### config.mk
export PLATFORM = sky130hd
export DESIGN_NAME = fdc_result_status
export DESIGN_NICKNAME = d
export VERILOG_FILES = /design/src/verilog/fdc_status_pkg.sv /design/src/verilog/pin_sync.sv /design/src/verilog/fdc_result_status.sv
export SDC_FILE = /design/constraint.sdc
export NUM_CORES = 1
export LEC_CHECK = 0
export BUFFER_PORTS_ARGS = -buffer_cell sky130_fd_sc_hd__buf_2
export CAP_MARGIN = 20
export CORE_ASPECT_RATIO = 2
export CORE_MARGIN = 3
export CORE_UTILIZATION = 30
export CTS_CLUSTER_SIZE = 12
export DETAILED_ROUTE_END_ITERATION = 8
export GPL_ROUTABILITY_DRIVEN = 0
export PLACE_DENSITY = 0.59
export SYNTH_ARGS = -nofsm -noshare
export SYNTH_HDL_FRONTEND = slang
export SYNTH_HIERARCHICAL = 1
export SYNTH_SLANG_ARGS = --single-unit
### constraint.sdc
create_clock -name clk -period 1.7 [get_ports clk]
set_input_delay 0.085 -clock clk [delete_from_list [all_inputs] [get_ports clk]]
set_output_delay 0.085 -clock clk [all_outputs]
set_load 0.05 [all_outputs]
### src/verilog/fdc_status_pkg.sv
// constants for the floppy result status and reset block
package fdc_status_pkg;
    // first result status byte bit positions
    localparam int ST1_END_CYL   = 7;
    localparam int ST1_CRC       = 5;
    localparam int ST1_OVERRUN   = 4;
    localparam int ST1_NO_SECTOR = 2;
    localparam int ST1_WR_BLOCK  = 1;
    localparam int ST1_ADDR_SYNC = 0;
    // second result status byte bit positions
    localparam int ST2_CTRL_MARK = 6;
    localparam int ST2_PAY_CRC   = 5;
    localparam int ST2_TRK_MISS  = 4;
    localparam int ST2_BAD_TRK   = 1;
    localparam int ST2_PAY_SYNC  = 0;
    // drive status byte bit positions
    localparam int ST3_WP        = 6;
    localparam int ST3_ONE_HI    = 5;
    localparam int ST3_TRACK_ZERO_SENSE_PIN      = 4;
    localparam int ST3_ONE_LO    = 3;
    localparam int ST3_HEAD      = 2;
    localparam int ST3_DS1       = 1;
    localparam int ST3_DS0       = 0;
    // last sector number and hard-error track number
    localparam logic [7:0] LAST_SECTOR = 8'hFF;
    localparam logic [7:0] BAD_TRACK   = 8'hFF;
    // index pulses searched before giving up on an id mark
    localparam logic [1:0] INDEX_LIMIT = 2'h2;
    // values after reset
    localparam logic [7:0] STATUS_RST  = 8'h00;
    localparam logic       POLL_RST    = 1'b1;
    // result byte selector
    localparam logic [1:0] SEL_ST1 = 2'h1;
    localparam logic [1:0] SEL_ST2 = 2'h2;
    localparam logic [1:0] SEL_ST3 = 2'h3;
    // command kinds seen by the status logic
    typedef enum logic [2:0] {
        CMD_OTHER, CMD_READ_DATA, CMD_READ_DEL, CMD_READ_ID,
        CMD_READ_TRACK, CMD_WRITE_DATA, CMD_WRITE_DEL, CMD_FORMAT
    } cmd_kind_e;
endpackage : fdc_status_pkg

### src/verilog/pin_sync.sv
// two flip-flop synchroniser for a group of drive cable inputs
`timescale 1ns/10ps
module pin_sync #(
    parameter int WIDTH = 1
) (
    input  wire logic             clk,
    input  wire logic             rst_b,
    input  wire logic [WIDTH-1:0] pin_in,
    output logic      [WIDTH-1:0] pin_out
);
    logic [WIDTH-1:0] meta_r;
    logic [WIDTH-1:0] meta_nxt;
    logic [WIDTH-1:0] sync_r;
    logic [WIDTH-1:0] sync_nxt;

    always_comb
    begin
        meta_nxt = pin_in;
        sync_nxt = meta_r;
    end

    always_ff @(posedge clk or negedge rst_b)
    begin
        if (!rst_b)
        begin
            meta_r <= '0;
            sync_r <= '0;
        end
        else
        begin
            meta_r <= meta_nxt;
            sync_r <= sync_nxt;
        end
    end

    assign pin_out = sync_r;
endmodule : pin_sync

### src/verilog/fdc_result_status.sv
// result status bytes and reset handling of the floppy controller core
//
// Notes on behaviour
// past last sector or no count: end flag
// unused status bits read fixed values
// any field crc error sets crc flag
// missed service sets overrun flag
// sector not found sets no-match flag
// write protect during write sets blocked
// id mark missing after two indexes
// wrong data mark kind sets control flag
// data field crc sets payload crc flag
// id track differs sets mismatch flag
// mismatch with track FF sets bad
// no data mark sets payload sync flag
// drive status shows live pin levels
// drive status shows both select outputs
// three reset sources reach the core
// power-on reset initialises the core
// any reset leaves power down
// any reset aborts to idle
// host avoids reset during writes
// reset clears configure settings, awaits command
// polling starts after reset unless disabled
// status bytes read through data port
// rate reset self-clears, control reset held
// hardware reset sets held control bit
// flags captured, held, cleared at command
`timescale 1ns/10ps
module fdc_result_status (
    input  wire logic       clk,
    input  wire logic       rst_b,
    // reset sources
    input  wire logic       host_reset_control_bit,
    input  wire logic       ctrl_reset_wr,
    input  wire logic       ctrl_reset_wdata,
    input  wire logic       rate_reset_wr,
    // command sequencing from the core
    input  wire logic       cmd_start,
    input  wire logic [2:0] cmd_kind,
    input  wire logic       cmd_done,
    input  wire logic       configure_wr,
    input  wire logic       configure_poll_off,
    input  wire logic       power_down_req,
    // events from the data separator and transfer logic
    input  wire logic [7:0] sector_number,
    input  wire logic       sector_access,
    input  wire logic       terminal_count_input,
    input  wire logic       id_crc_bad,
    input  wire logic       data_crc_bad,
    input  wire logic       service_missed,
    input  wire logic       sector_not_found,
    input  wire logic       id_read_bad,
    input  wire logic       track_seq_bad,
    input  wire logic       id_mark_seen,
    input  wire logic       data_mark_missing,
    input  wire logic       deleted_mark_seen,
    input  wire logic       normal_mark_seen,
    input  wire logic       id_valid,
    input  wire logic [7:0] id_track,
    input  wire logic [7:0] present_track,
    // drive cable
    input  wire logic       write_protect_pin,
    input  wire logic       track_zero_sense_pin,
    input  wire logic       index_pulse_pin,
    input  wire logic       head_side_pin,
    input  wire logic       drive_select_pin_one,
    input  wire logic       drive_select_pin_zero,
    // data port reads during the result phase
    input  wire logic       result_rd,
    input  wire logic [1:0] result_sel,
    output logic      [7:0] result_data,
    output logic            core_reset,
    output logic            power_down,
    output logic            poll_enable,
    output logic            ctrl_reset_bit
);
    logic [1:0] rst_sync_r;
    logic       rst_q_b;
    logic [5:0] pins_s;
    logic       wp_s;
    logic       track_zero_sense_pin_s;
    logic       idx_s;
    logic       head_s;
    logic       ds1_s;
    logic       ds0_s;

    // reset release through two flops
    always_ff @(posedge clk or negedge rst_b)
    begin
        if (!rst_b)
            rst_sync_r <= 2'h0;
        else
            rst_sync_r <= {rst_sync_r[0], 1'b1};
    end
    assign rst_q_b = rst_sync_r[1];

    pin_sync #(
        .WIDTH (6)
    ) u_pin_sync (
        .clk     (clk),
        .rst_b   (rst_q_b),
        .pin_in  ({write_protect_pin, track_zero_sense_pin, index_pulse_pin,
                   head_side_pin, drive_select_pin_one, drive_select_pin_zero}),
        .pin_out (pins_s)
    );
    assign {wp_s, track_zero_sense_pin_s, idx_s, head_s, ds1_s, ds0_s} = pins_s;

    // reset sources
    logic ctrl_reset_r;
    logic ctrl_reset_nxt;
    logic rate_reset_r;
    logic rate_reset_nxt;
    logic poll_r;
    logic poll_nxt;
    logic pdown_r;
    logic pdown_nxt;
    logic any_reset;

    assign any_reset = ctrl_reset_r | rate_reset_r | host_reset_control_bit;

    always_comb
    begin
        ctrl_reset_nxt = ctrl_reset_r;
        // the host pin reset re-arms the held bit, over any host write
        if (host_reset_control_bit)
            ctrl_reset_nxt = 1'b1;
        else if (ctrl_reset_wr)
            ctrl_reset_nxt = ctrl_reset_wdata;
        // rate reset lasts one cycle then releases itself
        rate_reset_nxt = rate_reset_wr;
        poll_nxt = poll_r;
        if (any_reset)
            poll_nxt = fdc_status_pkg::POLL_RST;
        else if (configure_wr)
            poll_nxt = ~configure_poll_off;
        pdown_nxt = pdown_r;
        if (any_reset)
            pdown_nxt = 1'b0;
        else if (power_down_req)
            pdown_nxt = 1'b1;
    end

    always_ff @(posedge clk or negedge rst_q_b)
    begin
        if (!rst_q_b)
        begin
            ctrl_reset_r <= 1'b1;
            rate_reset_r <= 1'b0;
            poll_r       <= fdc_status_pkg::POLL_RST;
            pdown_r      <= 1'b0;
        end
        else
        begin
            ctrl_reset_r <= ctrl_reset_nxt;
            rate_reset_r <= rate_reset_nxt;
            poll_r       <= poll_nxt;
            pdown_r      <= pdown_nxt;
        end
    end

    // command phase tracking
    typedef enum logic [1:0] {ST_IDLE, ST_EXEC, ST_RESULT} phase_e;
    phase_e     phase_r;
    phase_e     phase_nxt;
    logic [2:0] kind_r;
    logic [2:0] kind_nxt;
    logic [1:0] idx_cnt_r;
    logic [1:0] idx_cnt_nxt;
    logic       idx_d_r;
    logic       tc_seen_r;
    logic       tc_seen_nxt;
    logic [7:0] st1_r;
    logic [7:0] st1_nxt;
    logic [7:0] st2_r;
    logic [7:0] st2_nxt;
    logic [7:0] data_r;
    logic [7:0] data_nxt;

    function automatic logic is_kind(input logic [2:0] k, input fdc_status_pkg::cmd_kind_e c);
        is_kind = (k == 3'(c));
    endfunction : is_kind

    logic is_rd;
    logic is_rdel;
    logic is_wr;
    logic idx_rise;
    assign is_rd    = is_kind(kind_r, fdc_status_pkg::CMD_READ_DATA);
    assign is_rdel  = is_kind(kind_r, fdc_status_pkg::CMD_READ_DEL);
    assign is_wr    = is_kind(kind_r, fdc_status_pkg::CMD_WRITE_DATA)
                    | is_kind(kind_r, fdc_status_pkg::CMD_WRITE_DEL)
                    | is_kind(kind_r, fdc_status_pkg::CMD_FORMAT);
    assign idx_rise = idx_s & ~idx_d_r;

    always_comb
    begin
        phase_nxt   = phase_r;
        kind_nxt    = kind_r;
        idx_cnt_nxt = idx_cnt_r;
        tc_seen_nxt = tc_seen_r;
        st1_nxt     = st1_r;
        st2_nxt     = st2_r;
        data_nxt    = data_r;
        if (any_reset)
        begin
            // abort to idle and wipe captured state
            phase_nxt   = ST_IDLE;
            st1_nxt     = fdc_status_pkg::STATUS_RST;
            st2_nxt     = fdc_status_pkg::STATUS_RST;
            idx_cnt_nxt = 2'h0;
            tc_seen_nxt = 1'b0;
        end
        else
        begin
            unique case (phase_r)
                ST_IDLE, ST_RESULT:
                begin
                    if (cmd_start)
                    begin
                        phase_nxt   = ST_EXEC;
                        kind_nxt    = cmd_kind;
                        st1_nxt     = fdc_status_pkg::STATUS_RST;
                        st2_nxt     = fdc_status_pkg::STATUS_RST;
                        idx_cnt_nxt = 2'h0;
                        tc_seen_nxt = 1'b0;
                    end
                end
                ST_EXEC:
                begin
                    if (terminal_count_input)
                        tc_seen_nxt = 1'b1;
                    if (id_mark_seen)
                        idx_cnt_nxt = 2'h0;
                    else if (idx_rise && idx_cnt_r != fdc_status_pkg::INDEX_LIMIT)
                        idx_cnt_nxt = idx_cnt_r + 2'h1;
                    if (sector_access && sector_number == fdc_status_pkg::LAST_SECTOR)
                        st1_nxt[fdc_status_pkg::ST1_END_CYL] = 1'b1;
                    if (id_crc_bad || data_crc_bad)
                        st1_nxt[fdc_status_pkg::ST1_CRC] = 1'b1;
                    if (service_missed)
                        st1_nxt[fdc_status_pkg::ST1_OVERRUN] = 1'b1;
                    if ((sector_not_found && (is_rd || is_rdel))
                        || (id_read_bad && is_kind(kind_r, fdc_status_pkg::CMD_READ_ID))
                        || (track_seq_bad && is_kind(kind_r, fdc_status_pkg::CMD_READ_TRACK)))
                        st1_nxt[fdc_status_pkg::ST1_NO_SECTOR] = 1'b1;
                    if (wp_s && is_wr)
                        st1_nxt[fdc_status_pkg::ST1_WR_BLOCK] = 1'b1;
                    if ((idx_cnt_r == fdc_status_pkg::INDEX_LIMIT) || data_mark_missing)
                        st1_nxt[fdc_status_pkg::ST1_ADDR_SYNC] = 1'b1;
                    if ((is_rd && deleted_mark_seen) || (is_rdel && normal_mark_seen))
                        st2_nxt[fdc_status_pkg::ST2_CTRL_MARK] = 1'b1;
                    if (data_crc_bad)
                        st2_nxt[fdc_status_pkg::ST2_PAY_CRC] = 1'b1;
                    if (id_valid && id_track != present_track)
                    begin
                        st2_nxt[fdc_status_pkg::ST2_TRK_MISS] = 1'b1;
                        if (id_track == fdc_status_pkg::BAD_TRACK)
                            st2_nxt[fdc_status_pkg::ST2_BAD_TRK] = 1'b1;
                    end
                    if (data_mark_missing)
                        st2_nxt[fdc_status_pkg::ST2_PAY_SYNC] = 1'b1;
                    if (cmd_done)
                    begin
                        phase_nxt = ST_RESULT;
                        if (!tc_seen_r && !terminal_count_input
                            && (is_rd || is_kind(kind_r, fdc_status_pkg::CMD_WRITE_DATA)))
                            st1_nxt[fdc_status_pkg::ST1_END_CYL] = 1'b1;
                    end
                end
            endcase
        end
        // result bytes reach the data port register
        if (result_rd)
        begin
            unique case (result_sel)
                fdc_status_pkg::SEL_ST1: data_nxt = st1_r;
                fdc_status_pkg::SEL_ST2: data_nxt = st2_r;
                fdc_status_pkg::SEL_ST3:
                begin
                    data_nxt = 8'h00;
                    data_nxt[fdc_status_pkg::ST3_ONE_HI] = 1'b1;
                    data_nxt[fdc_status_pkg::ST3_ONE_LO] = 1'b1;
                    data_nxt[fdc_status_pkg::ST3_WP]     = wp_s;
                    data_nxt[fdc_status_pkg::ST3_TRACK_ZERO_SENSE_PIN]   = track_zero_sense_pin_s;
                    data_nxt[fdc_status_pkg::ST3_HEAD]   = head_s;
                    data_nxt[fdc_status_pkg::ST3_DS1]    = ds1_s;
                    data_nxt[fdc_status_pkg::ST3_DS0]    = ds0_s;
                end
                default: data_nxt = 8'h00;
            endcase
        end
    end

    always_ff @(posedge clk or negedge rst_q_b)
    begin
        if (!rst_q_b)
        begin
            phase_r   <= ST_IDLE;
            kind_r    <= 3'h0;
            idx_cnt_r <= 2'h0;
            idx_d_r   <= 1'b0;
            tc_seen_r <= 1'b0;
            st1_r     <= fdc_status_pkg::STATUS_RST;
            st2_r     <= fdc_status_pkg::STATUS_RST;
            data_r    <= 8'h00;
        end
        else
        begin
            phase_r   <= phase_nxt;
            kind_r    <= kind_nxt;
            idx_cnt_r <= idx_cnt_nxt;
            idx_d_r   <= idx_s;
            tc_seen_r <= tc_seen_nxt;
            st1_r     <= st1_nxt;
            st2_r     <= st2_nxt;
            data_r    <= data_nxt;
        end
    end

    // core reset is registered so the output stays glitch free
    logic core_reset_r;
    always_ff @(posedge clk or negedge rst_q_b)
    begin
        if (!rst_q_b)
            core_reset_r <= 1'b1;
        else
            core_reset_r <= any_reset;
    end

    assign result_data    = data_r;
    assign core_reset     = core_reset_r;
    assign power_down     = pdown_r;
    assign poll_enable    = poll_r;
    assign ctrl_reset_bit = ctrl_reset_r;
endmodule : fdc_result_status

======== Word level (Yosys, flattened, before mapping) ========
Index checks and enable logic that the tools add are counted.
operators by class
  $add $sub $neg .......................... 1
  reductions and logical operators ........ 42
  bitwise operators ....................... 8
  mux-type cells .......................... 46
  equality and inequality tests ........... 31
operator list
  operator             count
  $ne 3x3->1 const B   13
  $mux 1               26
  $reduce_and 2->1     13
  $mux 8               3
  $pmux 8 s3           1
  $eq 8x8->1 const B   2
  $mux 2               8
  $pmux 2 s2           4
  $eq 3x3->1 const B   4
  $pmux 3 s2           2
  $logic_and 1x1->1    11
  $reduce_bool 2->1    5
  $eq 2x2->1 const B   4
  $ne 8x8->1           1
  $logic_or 1x1->1     7
  $eq 3x2->1 const B   2
  $reduce_and 3->1     2
  $eq 2x1->1 const B   2
  $ne 4x4->1 const B   1
  $or 1x1->1           4
  $pmux 1 s2           2
  $eq 3x1->1 const B   1
  $not 1->1            3
  $add 2x1->2 const B  1
  other kinds (5)      6
storage, ports and cells
  register bits ........................... 52

======== Logic depth before layout (Yosys ltp) ========
Gate-level depths: netlist of the first run.
  word-level depth ........................ 8
  gate-level depth with buffers ........... 6

======== By module ========
The synthesis of the first run kept the hierarchy.
modules (own cells, without submodules)
  module             times used  cells each  area an instance (um2)  sequential area each (um2)
  fdc_result_status  1           165         1662.8                  879.6
  pin_sync           1           12          300.3                   300.3

======== Worst setup path before layout of the first run ========
Ideal clock, no wire load.
  kind .................................... register to register
  start point ............................. reg ctrl_reset_r, in the netlist ctrl_reset_bit
  end point ............................... reg st1_r[1]
  buffers on the path ..................... 1
  period minus slack after synthesis ...... 1377 ps
  path slack .............................. 323 ps
  cell stages (with the launch flop) ...... 6
  arrival ................................. 1304 ps
  data required time ...................... 1627 ps
  path through ............................ dfstp_2 > nor3_4 > inv_2 > a211o_1 > buf_6 > a21oi_2
on the way
  cells in the longest elaborated chain, start to end .. 4
  elaborated cells on any way between the ends .. 6
  those cells by class .................... eq/ne (2); mux (1); bitwise (2); reduce/logical (1)
RTL lines
  item                               RTL line                  text
  from (decl)                        fdc_result_status.sv:110  logic ctrl_reset_r;
  from (signal assigned)             fdc_result_status.sv:155  ctrl_reset_r <= ctrl_reset_nxt;
  $or 1x1->1 * (2 in a row)          fdc_result_status.sv:120  assign any_reset = ctrl_reset_r | rate_reset_r | host_reset_control_bit;
  named net any_reset                fdc_result_status.sv:118  logic any_reset;
  $ne 3x3->1 (no source line)        -
  $reduce_and 2->1 (no source line)  -
  to (signal assigned)               fdc_result_status.sv:303  st1_r <= fdc_status_pkg::STATUS_RST;
  to (signal assigned)               fdc_result_status.sv:314  st1_r <= st1_nxt;
  to (decl)                          fdc_result_status.sv:173  logic [7:0] st1_r;
The timed path passes the listed nets; every way through them passes the cells marked *.
A chain may end at the register's enable or synchronous reset.

======== Final worst setup path of the first run ========
  start point ............................. reg rate_reset_r
  end point ............................... reg st1_r[2]
on the way
  cells in the longest elaborated chain, start to end .. 4
  elaborated cells on any way between the ends .. 6
  those cells by class .................... eq/ne (2); mux (1); bitwise (2); reduce/logical (1)
RTL lines
  item                               RTL line                  text
  from (decl)                        fdc_result_status.sv:112  logic rate_reset_r;
  from (signal assigned)             fdc_result_status.sv:156  rate_reset_r <= rate_reset_nxt;
  $or 1x1->1 * (2 in a row)          fdc_result_status.sv:120
  named net any_reset                fdc_result_status.sv:118
  $ne 3x3->1 (no source line)        -
  $reduce_and 2->1 (no source line)  -
Marks and branches as above.

==> impl_metrics.csv, run 1 <==
group,metric,value,unit
sta,grt_setup_unrepaired,"false",
clock_network,clkTransAtPathRegs,0.06,ns
clock_network,cts.htree.levels,2,
worst_setup_path,rrSetupSlack,0.18,ns
route,vias_per_cell,4.49,
finish,layout_common_cells,"buf_2, dfrtp_1, nor2_1",
pwr,p_sw_share,26.1,%
finish,fin_nets,321,
pwr,p_comb_share,13.2,%
pwr,power.total,0.00255,W
global_routing,grt.total_usage,13.3,%
floorplan,fp.coreArea,6310,um2
worst_setup_path,critPathLaunchType,"flip-flop",
sta,finalSetupViolations,0,
global_routing,grt_overflow_total,0,
pwr,ir_worst_vdd,0.598,mV
worst_setup_path,worstSetupPathType,"reg -> reg",
worst_setup_path,end_kind,"flip-flop",
clock_network,cts_resized,0,
clock_network,clockRootBuffer,"clkbuf_16",
route,num_vias,1558,
status,status,"completed",
clock_network,ctsHoldBuffers,8,
finish,fin_cells,347,
pwr,p_per_area,959,nW/um2
global_routing,grt_pass1_wl,7.90,mm
floorplan,start_util,31.1,%
worst_setup_path,endpoint,"st1_r[2]",
route,dr.pass1.iters,4,
finish,drive_gt1_share,37.2,%
sta,period_needed,1.52,ns
clock_network,cts-buffers-inserted,5,
pwr,power_switching,0.000665,W
yosys,synth_fp_nets,238,
worst_setup_path,critPathLaunch,"rate_reset_r",
clock_network,cts_tree,"done",
clock_network,cts_sinks,47,
finish,diodes,0,
yosys,syn_area_per_cell,11.1,um2
route,drt-initial-drc-count,53,
yosys,ys_seq_elements,47,
placed_design,place_hpwl,3.67,mm
route,wl_per_cell,13.3,um
clock_network,cts_buffer_depth,2,
pwr,pwr-share-seq,48.6,%
pwr,leakagePower,1.24,nW
pwr,clockPowerShare,38.2,%
sta,final.setup.tns,0,ns
worst_hold_path,holdCritPathClass,"in -> reg",
floorplan,die_w,63.2,um
sta,drv_slew,0,
yosys,yosys_warnings,6,
sta,fin_skew,0.00496,ns
worst_setup_path,cp_data_arrival_time,1.73,ns
sta,fin_crit_sh,89.5,%
global_routing,grt_pass1_vias,1688,
route,drc_errors,0,
floorplan,ios,72,
yosys,yosysSeqAreaShare,60.1,%
finish,area_delta_synth_final,35.3,%
worst_setup_path,r2r_cells,4,
placed_design,dp.cells,331,
floorplan,num_rows,41,
global_routing,antenna_found_initial,0,
finish,layout_commonest_cell,"buf_2",
worst_setup_path,r2r-end,"st1_r[2]",
yosys,netlist_instances,177,
route,drt-total-wl,4.63,mm
yosys,synth_area,1960,um2
clock_network,cts_setup_buffers,0,
worst_setup_path,crit_required,1.91,ns
global_routing,grt_max_degree,29,
floorplan,die-area,7610,um2
clock_network,worstSkewPairLatency,0.29,ns
placed_design,numPortBuffers,71,
route,detail-route-antenna-nets,0,
sta,max_clock_freq,657,MHz
flow_run,cap_violations,0,
worst_setup_path,timing.rr.start,"rate_reset_r",
floorplan,die_h,120,um
pwr,internal-power,0.00188,W
worst_setup_path,crit_path_max_fanout,10,
sta,hold_violations,0,
yosys,synth.distinct_cells,35,
cell type report:
type                            instances  area, um2
Multi-Input combinational cell        115        719
Inverter                               10       37.5
Tap cell                               86        108
Sequential cell                        47       1180
Fill cell                             639       3650
Timing Repair Buffer                   81        463
Clock buffer                            5        125
Clock inverter                          3       22.5
registers in the layout (all words and copies together) (netlist names), 2 cells and up:
signal              count
idx_cnt_r               2
kind_r                  3
phase_r                 2
result_data             8
rst_sync_r              2
st1_r                   6
st2_r                   5
u_pin_sync/meta_r       6
u_pin_sync/pin_out      6
Yosys cell counts:
library cell	instances	area, um2
a22o_1	1	8.76
nor3_4	1	16.3
nand4b_1	1	8.76
nand2_1	11	41.3
nand2b_1	1	6.26
nand3b_1	3	22.5
and4b_1	1	10.0
nor2b_1	4	25.0
nor2_1	16	60.1
dfstp_2	3	78.8
inv_2	1	3.75
xor2_1	8	70.1
o2111ai_1	1	8.76
clkbuf_1	4	15.0
nor2_2	1	6.26
nor3_1	5	25.0
o21ai_0	13	65.1
nor3b_1	2	15.0
dfrtp_1	44	1100
a21oi_1	13	65.1
a211oi_1	2	15.0
ha_1	1	12.5
buf_6	1	11.3
nor4_1	3	18.8
a21o_1	1	7.51
conb_1	1	3.75
mux2_2	5	56.3
a211o_1	2	17.5
a22oi_1	3	22.5
inv_1	9	33.8
mux2i_1	3	30.0
nand4_1	3	18.8
a21oi_2	4	35.0
o22ai_1	2	12.5
nand3_1	3	15.0
critical path: stages, from the launching register on:
cell and delay (ns):
dfrtp_1 0.39, nor3_4 0.28, inv_2 0.13, a211o_1 0.47
a21oi_2 0.17
power by group through the flow:
stage	sequential (W)	clock, W	combinational, W
floorplan	0.00130	0	0.000140
global placement	0.00126	0	0.000323
detailed placement	0.00126	0	0.000327
CTS	0.00124	0.00101	0.000341
global route	0.00125	0.00105	0.000374
finish	0.00124	0.000974	0.000336
worst min path at each step:
stage                     start              to  slack [ns]  cells past startpoint
5_1_grt        ctrl_reset_wdata  ctrl_reset_bit        0.02                      2
3_3_place_gp              rst_b   rst_sync_r[0]       -0.13                      1
4_1_cts                cmd_done      phase_r[0]       0.007                      2
6_report               cmd_done      phase_r[0]        0.01                      2
3_5_place_dp              rst_b   rst_sync_r[0]       -0.13                      1
2_1_floorplan             rst_b   rst_sync_r[0]       -0.21                      0
kinds of logic (layout without fill, tap and decap cells):
family | count (synthesis) | after routing | share of synthesized area, %
compound gates | 42 | 42 | 13.1
buf+inv | 15 | 99 | 3.25
other cells | 1 | 1 | 0.191
simple gates | 55 | 55 | 14.7
xor+xnor | 8 | 8 | 3.57
fa+ha+maj | 1 | 1 | 0.637
flops | 47 | 47 | 60.1
mux | 8 | 8 | 4.40
through the flow:
step	area, um2	util [%]	hold slack (ns)	setup WS (ns)
4_1_cts	2660	42.1	0.00726	0.149
6_report	2660	42.1	0.0128	0.178
5_1_grt	2660	42.1	0.0168	0.0585
3_3_place_gp	2430	38.5	-0.130	0.224
2_1_floorplan	1960	-	-0.211	0.300
3_5_place_dp	2430	38.5	-0.128	0.178
routing by layer:
| layer | vias to the layer above | global-route usage, % | share of wire, % |
|---|---|---|---|
| met3 | 5 | 2.70 | 5.1 |
| met1 | 725 | 15.1 | 38 |
| met5 | - | 0 | 0 |
| met2 | 53 | 24.4 | 55 |
| li1 | 775 | - | - |
| met4 | 0 | 4.47 | 1.4 |
Power figures use the tool's default switching activity.
==> run 2: changes to the inputs <==
--- a/config.mk
+++ b/config.mk
@@ -7,7 +7,7 @@
 export LEC_CHECK = 0
 export BUFFER_PORTS_ARGS = -buffer_cell sky130_fd_sc_hd__buf_2
 export CAP_MARGIN = 20
-export CORE_ASPECT_RATIO = 2
+export CORE_ASPECT_RATIO = 1.75
 export CORE_MARGIN = 3
 export CORE_UTILIZATION = 30
 export CTS_CLUSTER_SIZE = 12
==> run 2 against run 1 <==
Compared with the run above:
- die area down 0.27%
- wire length down 0.89%
- cell count down 1.2%
- flip-flop and latch count unchanged
- sequential share of layout area up 0.53 points
- register-to-register slack better by 0.09 ns
- worst setup slack better by 0.095 ns
==> impl_metrics.csv, run 2 (synthesis gave the netlist of run 1 again) <==
group,metric,value,unit
sta,finalSetupViolations,0,
global_routing,grt_pass1_vias,1660,
floorplan,ios,72,
worst_setup_path,r2r-end,"st1_r[5]",
global_routing,grt_overflow_total,0,
route,detail-route-antenna-nets,0,
sta,max_clock_freq,701,MHz
worst_setup_path,cp_num_buf_inv,1,
sta,holdWs,0.0116,ns
finish,postLayoutCellArea,2630,um2
route,wl_per_cell,13.4,um
finish,diodes,0,
pwr,p_per_area,903,nW/um2
route,drc_errors,0,
worst_setup_path,end_kind,"flip-flop",
pwr,ir_worst_vdd,0.426,mV
finish,drive_gt1_share,36.5,%
route,vias_per_cell,4.62,
worst_setup_path,cp_slowest_cell,"dfstp_2",
floorplan,start_util,31.3,%
pwr,leakagePower,1.23,nW
worst_setup_path,cp_data_arrival_time,1.65,ns
worst_setup_path,r2r_cells,5,
finish,area_delta_synth_final,33.7,%
clock_network,cts_tree,"done",
route,drt-initial-drc-count,80,
sta,grt_setup_unrepaired,"false",
route,num_vias,1585,
placed_design,dpl_cell_area,2430,um2
worst_hold_path,worstHoldPathCells,3,
status,status,"completed",
worst_setup_path,rrSetupSlack,0.27,ns
worst_setup_path,path_cells,"nor3_4 > buf_4 > nand2_1 > o21ai_0 > a21oi_2",
clock_network,cts-buffers-inserted,5,
worst_setup_path,crit_family,"flip-flops",
clock_network,worstSkewPairLatency,0.29,ns
route,drt-total-wl,4.59,mm
sta,hold_violations,0,
sta,fin_skew,0.00298,ns
flow_run,cap_violations,0,
finish,layout_commonest_cell,"buf_2",
placed_design,numPortBuffers,71,
clock_network,clkTransAtPathRegs,0.08,ns
worst_hold_path,holdCritPathClass,"in -> reg",
route,dr.pass1.iters,4,
worst_setup_path,timing.rr.start,"ctrl_reset_bit",
worst_setup_path,worstSetupPathType,"reg -> reg",
finish,layout_common_cells,"buf_2, dfrtp_1, nor2_1",
global_routing,grt_pass1_wl,7.50,mm
clock_network,cts.htree.levels,2,
clock_network,clockRootBuffer,"clkbuf_8",
sta,period_needed,1.43,ns
clock_network,cts_sinks,47,
worst_hold_path,min_from,"power_down_req",
pwr,power.total,0.00237,W
clock_network,cts_buffer_depth,2,
placed_design,place_hpwl,3.57,mm
worst_setup_path,crit_path_max_fanout,9,
floorplan,die_w,67.2,um
global_routing,grt.total_usage,13.1,%
finish,fin_nets,323,
worst_hold_path,min_to,"power_down",
sta,final.setup.tns,0,ns
floorplan,fp.coreArea,6280,um2
sta,fin_crit_sh,84.0,%
global_routing,grt_max_degree,26,
worst_setup_path,max_stage_delay,0.57,ns
worst_setup_path,crit_required,1.93,ns
sta,drv_slew,0,
floorplan,die_h,113,um
global_routing,antenna_found_initial,0,
clock_network,cts_setup_buffers,0,
finish,largest_reg_flops,8,
floorplan,die-area,7590,um2
worst_setup_path,critPathLaunchType,"flip-flop",
floorplan,num_rows,38,
==> run 2: cell count changes in the layout (fill, tap and decap cells not counted), sizes merged <==
cell / change
clkinv: -1
clkbuf: +2
buf: +1
dlygate4sd3: +1
bufinv: +1
inv: -2
==> run 2: layer usage <==
layer	vias to the layer above	global-route usage [%]	wire length [um]
met2	47	23.1	2490
met1	746	15.0	1770
met5	-	0	0
li1	786	-	-
met4	0	4.88	78
met3	6	2.98	238
==> run 2: power breakdown <==
group	internal [W]	leakage (nW)	total, W	switching, W
registers	0.00118	0.594	0.00124	0.0000619
logic	0.000155	0.585	0.000336	0.000181
clock network	0.000440	0.0524	0.000796	0.000356
==> run 2: what timing repair did <==
action	CTS	global route
endpoints found under the hold margin	10	0
gates resized for setup	0	0
hold buffers	9	0
==> run 2: worst max-delay path by stage <==
stage	end	startpoint	depth (start not counted)
after floorplan	idx_cnt_r[0]	rst_sync_r[1]	0
after global placement	st1_r[2]	rate_reset_r	4
after detailed placement	st1_r[2]	ctrl_reset_bit	5
after CTS	st1_r[1]	ctrl_reset_bit	5
after global routing	st1_r[5]	ctrl_reset_bit	5
final	st1_r[5]	ctrl_reset_bit	5
==> run 2: worst register-to-register path: cells and delay by family (launching register included) <==
family | cells | cell delay (ns)
compound gates | 2 | 0.35
buf+inv | 1 | 0.14
flops | 1 | 0.57
simple gates | 2 | 0.31
==> run 2: area by class of cell <==
class	count	area (um2)
clock buffer	7	76.3
clock inverter	1	30.0
fill	649	3650
inverter	10	37.5
multi-input combinational	115	719
sequential	47	1180
tap	80	100
timing repair buffer	83	480
==> run 2: through the flow <==
step / util (%) / setup WS [ns] / instances
3_3_place_gp: 38.7 / 0.341 / 326
5_1_grt: 41.8 / 0.159 / 343
3_5_place_dp: 38.7 / 0.285 / 326
6_report: 41.8 / 0.273 / 343
2_1_floorplan: - / 0.300 / 177
4_1_cts: 41.8 / 0.268 / 343
